### src/rtl/hbw_map.svh
`ifndef HBW_MAP_SVH
`define HBW_MAP_SVH

// Byte offsets of the host-port registers
`define HBW_OFS_WIDTH      7'h00
`define HBW_OFS_STATUS     7'h04
`define HBW_OFS_FAULT      7'h08

// Register index, byte offset bits 6:2
`define HBW_IDX_WIDTH      5'h00
`define HBW_IDX_STATUS     5'h01
`define HBW_IDX_FAULT      5'h02

// Word-mode locations of the status halves
`define HBW_WORD_STAT_LO   6'h02
`define HBW_WORD_STAT_HI   6'h03

// Field positions
`define HBW_BIT_WIDE       0
`define HBW_BIT_CFG_OWN    0
`define HBW_BIT_HOST_OWN   1
`define HBW_BIT_CFG_FAULT  2
`define HBW_BIT_CARD_FAULT 3

// Reset values
`define HBW_RST_WIDE       1'b0
`define HBW_RST_CTL        3'h7

// Pipeline depth from pin to register output, in cycles
`define HBW_PIN_LATENCY    3

`endif

### src/rtl/hbw_pkg.sv
package hbw_pkg;

  // Owner of the card-controller resource
  typedef enum logic [1:0] {
    HBW_FREE,
    HBW_CFG,
    HBW_HOST
  } hbw_owner_t;

  // Arbiter state
  typedef struct packed {
    hbw_owner_t owner;
  } hbw_arb_st_t;

  // Register front-end state
  typedef struct packed {
    logic [6:0]  addr_s1;
    logic [6:0]  addr_s2;
    logic [15:0] din_s1;
    logic [15:0] din_s2;
    logic [2:0]  ctl_s1;   // {ce_n, oe_n, we_n}
    logic [2:0]  ctl_s2;
    logic        wr_prev;
    logic        wide;
    logic [31:0] stat;
    logic [31:0] fault;
    logic [15:0] dout;
    logic        oe_lo;
    logic        oe_hi;
  } hbw_regs_st_t;

endpackage

### src/rtl/hbw_lock_if.sv
`timescale 1ns/1ps
// Lock requests and grants between front end and arbiter
interface hbw_lock_if;
  logic cfg_req;    // Config engine wants the card controller
  logic host_req;   // Host port wants the card controller
  logic cfg_own;    // Config engine holds the lock
  logic host_own;   // Host port holds the lock

  modport arb (
    input  cfg_req,
    input  host_req,
    output cfg_own,
    output host_own
  );

  modport user (
    output cfg_req,
    output host_req,
    input  cfg_own,
    input  host_own
  );
endinterface

### src/rtl/hbw_regs.sv
`timescale 1ns/1ps
`include "hbw_map.svh"
// Behaviour
// (RL1) Width bit at bytes 0,1 and word 0
// (RL2) Width write works in either bus width
// (RL3) Reset clears width bit: byte mode
// (RL4) Byte mode: full address, data 7:0
// (RL5) Word mode: address 6:1, all data
// (RL6) Status at bytes 4-7, words 2-3
// (RL7) Host reads status to find interrupt source
// (RL8) Status bit 0: config engine holds lock
// (RL9) Status bit 1: host port holds lock
// (RL10) Status bit 2: config engine fault
// (RL11) Status bit 3: card engine fault
// (RL12) Read-only fault detail from byte 8
// (RL13) At most one lock owner at once
module hbw_regs (
  // Clock and reset
  input  wire logic        i_ref_clk,
  input  wire logic        i_nrst,
  // Host port pins
  input  wire logic [6:0]  i_mpu_addr,
  input  wire logic [15:0] i_mpu_data,
  output logic      [15:0] o_mpu_data,
  output logic             o_mpu_data_oe_lo,
  output logic             o_mpu_data_oe_hi,
  input  wire logic        i_mpu_ce_n,
  input  wire logic        i_mpu_oe_n,
  input  wire logic        i_mpu_we_n,
  // Lock requests from engines
  input  wire logic        i_cfg_lock_req,
  input  wire logic        i_host_lock_req,
  // Engine fault levels
  input  wire logic        i_cfg_fault,
  input  wire logic        i_card_fault,
  input  wire logic [31:0] i_fault_detail,
  // Width setting for the rest of the host port
  output logic             o_wide_bus_bit
);

  hbw_pkg::hbw_regs_st_t st;       // Registered state
  hbw_pkg::hbw_regs_st_t next_st;  // Next state

  hbw_lock_if lock ();             // Lock handshake

  // Decode terms, all from second sync stage
  logic        rd_act;             // Chip and output enables low
  logic        wr_act;             // Chip and write enables low
  logic        wr_edge;            // First cycle of a write
  logic [6:0]  byte_addr;          // Address as bytes
  logic [4:0]  reg_idx;            // 32-bit register index
  logic        width_hit;          // Access hits the width bit
  logic [31:0] reg_val;            // Addressed register
  logic [15:0] rd_half;            // Addressed half word
  logic [7:0]  rd_byte;            // Addressed byte

  // Arbiter for the card-controller lock
  hbw_lock_arb u_arb (
    .i_ref_clk (i_ref_clk),
    .i_nrst    (i_nrst),
    .lock      (lock)
  );

  // Engine requests straight onto the handshake
  assign lock.cfg_req  = i_cfg_lock_req;
  assign lock.host_req = i_host_lock_req;

  // Strobe decode; strobes are active low
  assign rd_act  = !st.ctl_s2[2] && !st.ctl_s2[1];
  assign wr_act  = !st.ctl_s2[2] && !st.ctl_s2[0];
  // Act once per strobe so a long write is one write
  assign wr_edge = wr_act && !st.wr_prev;

  // Address view follows the current width
  always_comb begin
    if (st.wide) begin
      // Word mode: address line 0 ignored
      byte_addr = {st.addr_s2[6:1], 1'b0}; // RL5
    end else begin
      // Byte mode: every line decoded
      byte_addr = st.addr_s2; // RL4
    end
  end

  assign reg_idx   = byte_addr[6:2];
  // Bytes 0 and 1 and word 0 all land here; byte 1 is an alias, not
  // the upper half of a wider register, so only bit 1 is tested below
  assign width_hit = (reg_idx == `HBW_IDX_WIDTH) && !byte_addr[1]; // RL1

  // Register select, by index
  always_comb begin
    if (reg_idx == `HBW_IDX_WIDTH) begin
      reg_val = {31'h0, st.wide};
    end else if (reg_idx == `HBW_IDX_STATUS) begin
      reg_val = st.stat; // RL6
    end else if (reg_idx == `HBW_IDX_FAULT) begin
      reg_val = st.fault; // RL12
    end else begin
      // Unmapped and reserved read as zero
      reg_val = 32'h0;
    end
  end

  // Lane select within the register
  always_comb begin
    if (byte_addr[1]) begin
      rd_half = reg_val[31:16];
    end else begin
      rd_half = reg_val[15:0];
    end
    case (byte_addr[1:0])
      2'h0: begin
        rd_byte = reg_val[7:0];
      end
      2'h1: begin
        rd_byte = reg_val[15:8];
      end
      2'h2: begin
        rd_byte = reg_val[23:16];
      end
      default: begin
        rd_byte = reg_val[31:24];
      end
    endcase
    // Byte 1 answers with the same bit as byte 0, so a byte host
    // reads back what it wrote through either alias
    if (width_hit) begin
      rd_byte = {7'h00, st.wide}; // RL1
    end
  end

  // Next-state logic for the whole front end
  always_comb begin
    next_st = st;
    // Pins are asynchronous: two flops before use
    next_st.addr_s1 = i_mpu_addr;
    next_st.addr_s2 = st.addr_s1;
    next_st.din_s1  = i_mpu_data;
    next_st.din_s2  = st.din_s1;
    next_st.ctl_s1  = {i_mpu_ce_n, i_mpu_oe_n, i_mpu_we_n};
    next_st.ctl_s2  = st.ctl_s1;
    next_st.wr_prev = wr_act;

    // Width bit sits on data line 0 in both widths
    if (wr_edge && width_hit) begin
      next_st.wide = st.din_s2[`HBW_BIT_WIDE]; // RL1 RL2
    end

    // Status is live; no sticky bits
    next_st.stat = 32'h0;
    next_st.stat[`HBW_BIT_CFG_OWN]    = lock.cfg_own;   // RL8
    next_st.stat[`HBW_BIT_HOST_OWN]   = lock.host_own;  // RL9
    next_st.stat[`HBW_BIT_CFG_FAULT]  = i_cfg_fault;    // RL10
    next_st.stat[`HBW_BIT_CARD_FAULT] = i_card_fault;   // RL11

    // Fault detail tracks the engines, host cannot write it
    next_st.fault = i_fault_detail; // RL12

    // Read data and lane enables
    next_st.oe_lo = rd_act;
    next_st.oe_hi = rd_act && st.wide; // RL4 RL5
    if (!rd_act) begin
      next_st.dout = 16'h0;
    end else if (st.wide) begin
      next_st.dout = rd_half; // RL5 RL6
    end else begin
      // Upper lines stay undriven in byte mode
      next_st.dout = {8'h00, rd_byte}; // RL4 RL6
    end
  end

  // State register
  always_ff @(posedge i_ref_clk) begin
    if (!i_nrst) begin
      st.addr_s1 <= 7'h00;
      st.addr_s2 <= 7'h00;
      st.din_s1  <= 16'h0000;
      st.din_s2  <= 16'h0000;
      // Strobes idle high so reset looks like no access
      st.ctl_s1  <= `HBW_RST_CTL;
      st.ctl_s2  <= `HBW_RST_CTL;
      st.wr_prev <= 1'b0;
      st.wide    <= `HBW_RST_WIDE; // RL3
      st.stat    <= 32'h0;
      st.fault   <= 32'h0;
      st.dout    <= 16'h0000;
      st.oe_lo   <= 1'b0;
      st.oe_hi   <= 1'b0;
    end else begin
      st <= next_st;
    end
  end

  // Outputs, all from flops
  assign o_mpu_data       = st.dout;
  assign o_mpu_data_oe_lo = st.oe_lo;
  assign o_mpu_data_oe_hi = st.oe_hi;
  assign o_wide_bus_bit   = st.wide;
endmodule

### src/rtl/hbw_lock_arb.sv
`timescale 1ns/1ps
// Single-owner lock on the card-controller resource
module hbw_lock_arb (
  // Clock and reset
  input  wire logic i_ref_clk,
  input  wire logic i_nrst,
  // Requests and grants
  hbw_lock_if.arb   lock
);

  hbw_pkg::hbw_arb_st_t st;       // Registered state
  hbw_pkg::hbw_arb_st_t next_st;  // Next state

  // Grant held until its owner lets go; config wins a tie
  always_comb begin
    next_st = st;
    case (st.owner)
      hbw_pkg::HBW_FREE: begin
        if (lock.cfg_req) begin
          next_st.owner = hbw_pkg::HBW_CFG;
        end else if (lock.host_req) begin
          next_st.owner = hbw_pkg::HBW_HOST;
        end
      end
      hbw_pkg::HBW_CFG: begin
        // Pass through free so grants never overlap
        if (!lock.cfg_req) begin
          next_st.owner = hbw_pkg::HBW_FREE;
        end
      end
      hbw_pkg::HBW_HOST: begin
        if (!lock.host_req) begin
          next_st.owner = hbw_pkg::HBW_FREE;
        end
      end
      default: begin
        next_st.owner = hbw_pkg::HBW_FREE;
      end
    endcase
  end

  // State register
  always_ff @(posedge i_ref_clk) begin
    if (!i_nrst) begin
      st.owner <= hbw_pkg::HBW_FREE;
    end else begin
      st <= next_st;
    end
  end

  // One-hot grants decoded from one state
  assign lock.cfg_own  = (st.owner == hbw_pkg::HBW_CFG);   // RL13
  assign lock.host_own = (st.owner == hbw_pkg::HBW_HOST);  // RL13
endmodule

### config.mk
export PLATFORM = sky130hd
export DESIGN_NAME = hbw_regs
export DESIGN_NICKNAME = d
export VERILOG_FILES = /design/src/rtl/hbw_pkg.sv /design/src/rtl/hbw_lock_if.sv /design/src/rtl/hbw_regs.sv /design/src/rtl/hbw_lock_arb.sv
export VERILOG_INCLUDE_DIRS = /design/src /design/src/rtl
export SDC_FILE = /design/constraint.sdc
export NUM_CORES = 1
export LEC_CHECK = 0
export BUFFER_PORTS_ARGS = -buffer_cell sky130_fd_sc_hd__buf_2
export CORE_MARGIN = 2
export CORE_UTILIZATION = 40
export DETAILED_ROUTE_END_ITERATION = 8
export MAX_ROUTING_LAYER = met4
export PLACE_DENSITY_LB_ADDON = 0.12
export SETUP_SLACK_MARGIN = 0.15
export SLEW_MARGIN = 0
export SYNTH_ARGS = -nofsm -noshare
export SYNTH_HDL_FRONTEND = slang
export SYNTH_SLANG_ARGS = --single-unit
export TNS_END_PERCENT = 50
### constraint.sdc
create_clock -name i_ref_clk -period 2.1 [get_ports i_ref_clk]
set_input_delay 0.21 -clock i_ref_clk [delete_from_list [all_inputs] [get_ports i_ref_clk]]
set_output_delay 0.21 -clock i_ref_clk [all_outputs]
set_load 0.005 [all_outputs]
* Yosys cells after proc, flatten, opt, wreduce, memory -nomap -nowiden
Cells that the tools add are included.
** Operators by class
- Reductions and logical operators :: 17
- Mux-type cells :: 13
- Equality and inequality tests :: 9
** Operator list (count)
- 32-bit two-way mux :: 3
- 16-bit two-way mux :: 2
- 8-bit case mux with 3 select lines :: 1
- 2-bit two-way mux :: 4
- 8-bit two-way mux :: 1
- 1-bit logical AND :: 6
- 2-bit case mux with 3 select lines :: 1
- 3-bit AND reduction :: 2
- 5-bit by 1-bit == test with 1-bit output, second input constant :: 1
- 5-bit by 2-bit == test with 1-bit output, second input constant :: 1
- 1-bit zero test :: 5
- 5-bit zero test :: 1
- 2-bit by 1-bit == test with 1-bit output, second input constant :: 2
- 2-bit == test, second input constant :: 2
- 2-bit zero test :: 2
- 2-bit != test, second input constant :: 2
- 3-bit != test, second input constant :: 1
- 2-bit AND reduction :: 1
- 1-bit two-way mux :: 1
** Storage, ports and cells
- Logic and storage cells :: 55
- Register bits :: 108

* Logic depth before layout (Yosys ltp)
Gate-level depths: netlist of run 1.
- Depth after elaboration :: 7
- Depth in mapped cells :: 5
- Depth with buffers taken out :: 5

* By module
From an unflattened synthesis of run 1, not the netlist that was laid out.
** Second synthesis, totals
- Cells, all modules :: 233
- Area total of the unflattened synthesis :: 2750.1 um^2
** By module, submodules not included
- hbw_regs :: instances 1, area an instance 2667.6 um^2, cells each 225
- hbw_lock_arb :: instances 1, area an instance 82.6 um^2, cells each 8

* Worst setup path before layout of run 1
OpenSTA, ideal clock, no wires.
- Path kind :: reg2reg
- From :: register st[124] (netlist bit)
- To :: register st, in the netlist o_mpu_data[0]
- Arrival time :: 1525 ps
- Path slack :: 506 ps
- Clock period less this slack :: 1594 ps
- Path buffers :: 0
- Required time :: 2031 ps
- Cell stages (with the launch flop) :: 6
- Library setup time :: 69 ps
- Path through :: dfxtp_1 > nor4b_4 > and2b_4 > a21oi_2 > or4b_1 > o21ai_1
** On the way
- Longest elaborated chain between the ends :: 7
- Elaborated cells on any way between the ends :: 11
- Classes of those cells :: eq/ne (2); mux (7); reduce/logical (2)
** RTL lines
- start, declared :: line hbw_regs.sv:41 : hbw_pkg::hbw_regs_st_t st;
- start signal, assigned :: line hbw_regs.sv:190 : st <= next_st;
- 5-bit by 2-bit == test with 1-bit output (no line)
- 32-bit two-way mux :: line hbw_regs.sv:96 : end else if (reg_idx == `HBW_IDX_FAULT) begin
- 32-bit two-way mux :: line hbw_regs.sv:94 : end else if (reg_idx == `HBW_IDX_STATUS) begin
- 32-bit two-way mux :: line hbw_regs.sv:92 : if (reg_idx == `HBW_IDX_WIDTH) begin
- 8-bit case mux with 3 select lines :: line hbw_regs.sv:111 : case (byte_addr[1:0])
- 8-bit two-way mux :: line hbw_regs.sv:127 : if (width_hit) begin
- 16-bit two-way mux * :: line hbw_regs.sv:164 : end else if (st.wide) begin
Mark *: on every way between the ends. The rest lies on a longest branch, timed or not.
A chain may end at the register's enable or synchronous reset.

* Worst setup path after layout of run 1
Ends and elaborated chain as after synthesis.

==> results of run 1 <==
==> through the flow <==
stage	instance area (um2)	hold slack, ns	std cells	utilization	worst slack [ns]
after CTS	3210	0.0208	371	0.498	0.333
final	3210	0.0436	371	0.498	0.334
after global placement	3000	0.389	355	0.465	0.381
after global routing	3210	0.0271	371	0.498	0.217
after floorplan	2710	0.283	232	-	0.506
after detailed placement	3000	0.400	355	0.465	0.356
==> logic make-up after synthesis <==
kind of cell | after synthesis
mux | 16
compound gates | 11
buf+inv | 26
simple gates | 99
flops | 80
==> critical path: stages, from the launching register on <==
cell and delay [ns]:
dfxtp_1 0.38, nor4b_4 0.38, and2b_4 0.27, a21oi_2 0.06, or4b_1 0.50, o21ai_1 0.12
==> state kept, by name, indices dropped and copies added (netlist names) <==
| register | flops |
|---|---|
| st | 48 |
| o_mpu_data | 16 |
| next_st | 11 |
| u_arb.st | 2 |
| o_mpu_data_oe_hi | 1 |
| o_mpu_data_oe_lo | 1 |
| o_wide_bus_bit | 1 |
==> cells in the final DEF, fill, tap and decap left out, types with 3 or more instances in the layout <==
cell type / n
nand2b_1: 8
and2_1: 51
a22oi_1: 3
clkbuf_8: 11
nand2_1: 4
nor2_1: 15
mux4_2: 7
dfxtp_1: 80
and3_2: 6
buf_2: 67
nor3b_1: 3
mux2i_1: 9
buf_4: 3
==> per-layer routing <==
layer	vias to the layer above	global-route usage	routed length [um]
met1	759	0.160	2080
met3	8	0.0610	285
li1	860	-	-
met4	0	0.0625	66
met2	48	0.207	2220
met5	-	-	0
==> area by class of cell <==
class | instances | area, um2 | area share
clock buffers | 11 | 151 | 0.0471
clock inverters | 5 | 62.6 | 0.0195
inverters | 2 | 7.51 | 0.00234
multi-input cells | 126 | 937 | 0.292
flip-flops and latches | 80 | 1600 | 0.498
well taps | 77 | 96.3 | 0.0300
repair buffers | 70 | 358 | 0.111
==> how the worst max path moves through the flow <==
stage | start | endpoint | slack (ns) | depth (start not counted)
2_1_floorplan | st[124]$_SDFF_PN0_ | o_mpu_data[0]$_SDFF_PN0_ | 0.51 | 5
6_report | st[124]$_SDFF_PN0_ | o_mpu_data[0]$_SDFF_PN0_ | 0.33 | 5
3_5_place_dp | st[124]$_SDFF_PN0_ | o_mpu_data[0]$_SDFF_PN0_ | 0.36 | 5
4_1_cts | st[124]$_SDFF_PN0_ | o_mpu_data[0]$_SDFF_PN0_ | 0.33 | 5
5_1_grt | st[124]$_SDFF_PN0_ | o_mpu_data[0]$_SDFF_PN0_ | 0.22 | 5
3_3_place_gp | st[124]$_SDFF_PN0_ | o_mpu_data[0]$_SDFF_PN0_ | 0.38 | 5
==> where the power goes <==
group          internal (W)  leakage (nW)  switching, W
clock network      0.000622         0.103      0.000539
logic             0.0000947         0.644     0.0000618
registers           0.00157         0.659     0.0000230
==> results.toml, run 1 <==
[status]
status = "complete, no violations"

[finish]
area_delta_synth_final_pct = 18.8
final_nets = 353
drive_above_1_share = 0.350
fillCellCount = 620
antennaDiodeCount = 0

[synthesis]
yosys_warnings = 0
synth_top_area_frac = 0.592
synth.top_cells.by_area = "dfxtp_1 (59%), and2_1 (12%), mux4_2 (5.8%), buf_4 (4.4%), mux2i_1 (3.3%)"
synth_seq_cells = 80
yosysSeqAreaShare = 0.592
yosys.area.top_type = "dfxtp_1"
synth_flop_cell = "dfxtp_1"
synth_common_cells = "dfxtp_1 (80), and2_1 (51), buf_4 (16)"
async_flop_share = 0
syn_nets = 296
syn_area_um2 = 2710
synth_top_family_by_area = "simple AND/OR/NAND/NOR gates"
yosys.area_share.adder = 0
synth-simple-area-share = 0.227
synth_cell_types = 31
synth_compound_area_frac = 0.0282
synth.area.mux_share = 0.0916
synth.most_common_cell = "dfxtp_1"
syn_inst = 232
avgSynthCellArea_um2 = 11.7
synth_xor_area_frac = 0
synth_edf_count = 0

[sta]
grt_setup_unrepaired = "no"
fin_worst_skew_ns = 0.00811
fin_crit_sh = 0.841
max_slew_margin = 0.698
tightest_slew_ns = 0.454
period_minus_slack_ns = 1.77
finalSetupViolCount = 0
tns_ns = 0
final-max-slew-violation-count = 0
final_hold_viol_count = 0
max_freq_mhz = 566

[cts]
root_buffer = "clkbuf_8"
cts_buffers = 9
clk_path_buf_depth = 2
cts_tree = "built"
cts.sinks = 80
cts_resized = 0
cts_hold_buf = 0
clkSlewWorstSetupHoldPaths_ns = 0.08
cts_max_level = 3
insertion_delay_ns = 0.34
postCtsSetupBuffers = 0

[setup_path]
r2r_end = "o_mpu_data[0]$_SDFF_PN0_"
r2r-start = "st[124]$_SDFF_PN0_"
cp_max_fo = 8
critical_path_class = "reg2reg"
r2r_cells = 5
cp_data_required_time_ns = 2.38
start_kind = "register"
end_kind = "register"
reg2reg_slack_ns = 0.33
arrival_ns = 2.05

[detailed_routing]
drc = 0
vias = 1675
post_drt_via_cell_ratio = 4.51
drtPass1Iterations = 4
wirelength_um = 4650
wl_per_cell_um = 12.5
drtIter0Drc = 32
drtAntennaViolNets = 0

[placement]
gp_congestion = 0.764
hpwl_um = 3140
port_buffers = 67

[die]
ioPinCount = 83
die_h_um = 86.2
core_area_um2 = 6460
dieArea_um2 = 7440
start_util = 0.419
num_rows = 29
die_w_um = 86.2

[grt]
grt_max_degree = 63
track_usage = 0.138
antenna_found_initial = 0
grt_overflow = 0
grt_pass1_vias = 1536
grt_pass1_wl_um = 7340

[min_path]
whs_endpoint = "u_arb.st[1]$_SDFFE_PN0P_"
hold_depth = 2
hp-start = "i_cfg_lock_req"
holdCritPathClass = "in2reg"

[power_and_ir_drop]
power_density_nw_per_um2 = 907
power_w = 0.00291
power_leakage_nw = 1.41
ir_drop_v = 0.000449

[run]
maxCapViolCount = 0
(Power assumes the default switching activity.)
==> inputs of run 2 (changes only) <==
- clock period: 2.1 -> 1.5 ns (I/O delays scaled with it)
==> results.toml, run 2 (synthesized netlist as in run 1, its figures left out) <==
[detailed_routing]
post_drt_via_cell_ratio = 4.48
drtPass1Iterations = 4
drtAntennaViolNets = 0
drc = 0
wl_per_cell_um = 12.2
drtIter0Drc = 72
vias = 1792
wirelength_um = 4890

[setup_path]
cp_data_required_time_ns = 1.77
reg2reg_slack_ns = -0.05
arrival_ns = 1.82
cp_max_fo = 4
crit_path_start = "st[126]$_SDFF_PN0_"
end_kind = "register"
r2r-start = "st[126]$_SDFF_PN0_"
critical_path_class = "reg2reg"
start_kind = "register"

[placement]
port_buffers = 67
dpl_worst_slack_ns = -0.0909
placed_area_um2 = 3090
gp_congestion = 0.736
hpwl_um = 3410

[sta]
tns_ns = -0.0459
max_freq_mhz = 647
final-max-slew-violation-count = 0
final_hold_viol_count = 0
setup_ws_ns = -0.0459
fin_worst_skew_ns = 0.0131
fin_crit_sh = 1.03
grt_setup_unrepaired = "yes"
max_slew_margin = 0.704
whs_ns = 0.00430
tightest_slew_ns = 0.444
period_minus_slack_ns = 1.55
finalSetupViolCount = 1

[die]
die_h_um = 86.2
ioPinCount = 83
dieArea_um2 = 7440
core_area_um2 = 6460
die_w_um = 86.2
num_rows = 29
start_util = 0.419

[power_and_ir_drop]
power_density_nw_per_um2 = 1160
ir_drop_v = 0.000544
power_leakage_nw = 1.57

[min_path]
hp-start = "i_mpu_oe_n"
holdCritPathClass = "in2reg"

[cts]
clk_path_buf_depth = 2
cts.sinks = 80
cts_max_level = 3
cts_buffers = 9
root_buffer = "clkbuf_8"
clkSlewWorstSetupHoldPaths_ns = 0.07
cts_tree = "built"
insertion_delay_ns = 0.34

[finish]
mostFrequentLayoutCells = "dfxtp_1 (74), buf_2 (67), and2_1 (50)"
largest_reg_flops = 48
final_core_util = 0.543
final_area_um2 = 3510
mostFrequentLayoutCell = "dfxtp_1"
final_nets = 382
antennaDiodeCount = 0
largest_register = "st"
area_delta_synth_final_pct = 29.7
drive_above_1_share = 0.412

[status]
violations = "setup timing"
status = "finished, violations left"

[grt]
grt_max_degree = 63
grt_pass1_vias = 1776
grt_overflow = 0
track_usage = 0.146
antenna_found_initial = 0
grt_pass1_wl_um = 8030

[run]
maxCapViolCount = 0
-- run 2: changes by cell type in the layout (fill, tap and decap cells not counted), moves of 2 or more --
cell / previous run / this run
dfxtp_1: 80 / 74
dlygate4sd3_1: 0 / 11
inv_6: 2 / 0
clkinv_2: 0 / 2
dfxtp_2: 0 / 6
buf_4: 3 / 20
-- run 2: path summary, 6_finish.rpt --
path,depth (start not counted),end
hold / removal,2,next_st[85]$_SDFF_PN1_
hold reg to reg,1,st[86]$_SDFF_PN1_
setup / recovery,5,o_mpu_data[0]$_SDFF_PN0_
setup reg to reg,5,o_mpu_data[0]$_SDFF_PN0_
-- run 2: timing repair --
action	in CTS	in global routing
endpoints found under the hold margin	6	5
buffers inserted	4	2
cloned	0	0
gates resized for setup	11	7
setup endpoints to repair	17	17
pin swaps	2	1
hold buffers	6	5
-- run 2: critical path, cell delays in order, from the launching register on --
cell and delay (ns):
dfxtp_2 0.34, nor4b_4 0.30, and2b_4 0.22, a21oi_2 0.05, or4b_1 0.45, o21ai_1 0.11
-- run 2: area by class of cell --
type | instances | area, um2
fillers | 609 | 2950
clock buffers | 11 | 141
inverters | 2 | 7.51
multi-input cells | 126 | 987
repair buffers | 99 | 611
clock inverters | 5 | 56.3
flip-flops and latches | 80 | 1610
well taps | 77 | 96.3
-- run 2: power breakdown --
part	switching (W)	internal (W)
logic	0.000104	0.000185
registers	0.0000307	0.00221
clock network	0.000730	0.000812
-- run 2: routing by layer --
layer | routed length, um | GRT usage
met1 | 2330 | 0.179
met2 | 2250 | 0.225
met3 | 246 | 0.0524
met4 | 68 | 0.0511
met5 | 0 | -
-- run 2: per-stage QoR --
stage | std cells | total power (W)
2_1_floorplan | 232 | 0.00241
3_3_place_gp | 367 | 0.00252
3_5_place_dp | 367 | 0.00253
4_1_cts | 393 | 0.00409
5_1_grt | 400 | 0.00424
6_report | 400 | 0.00407
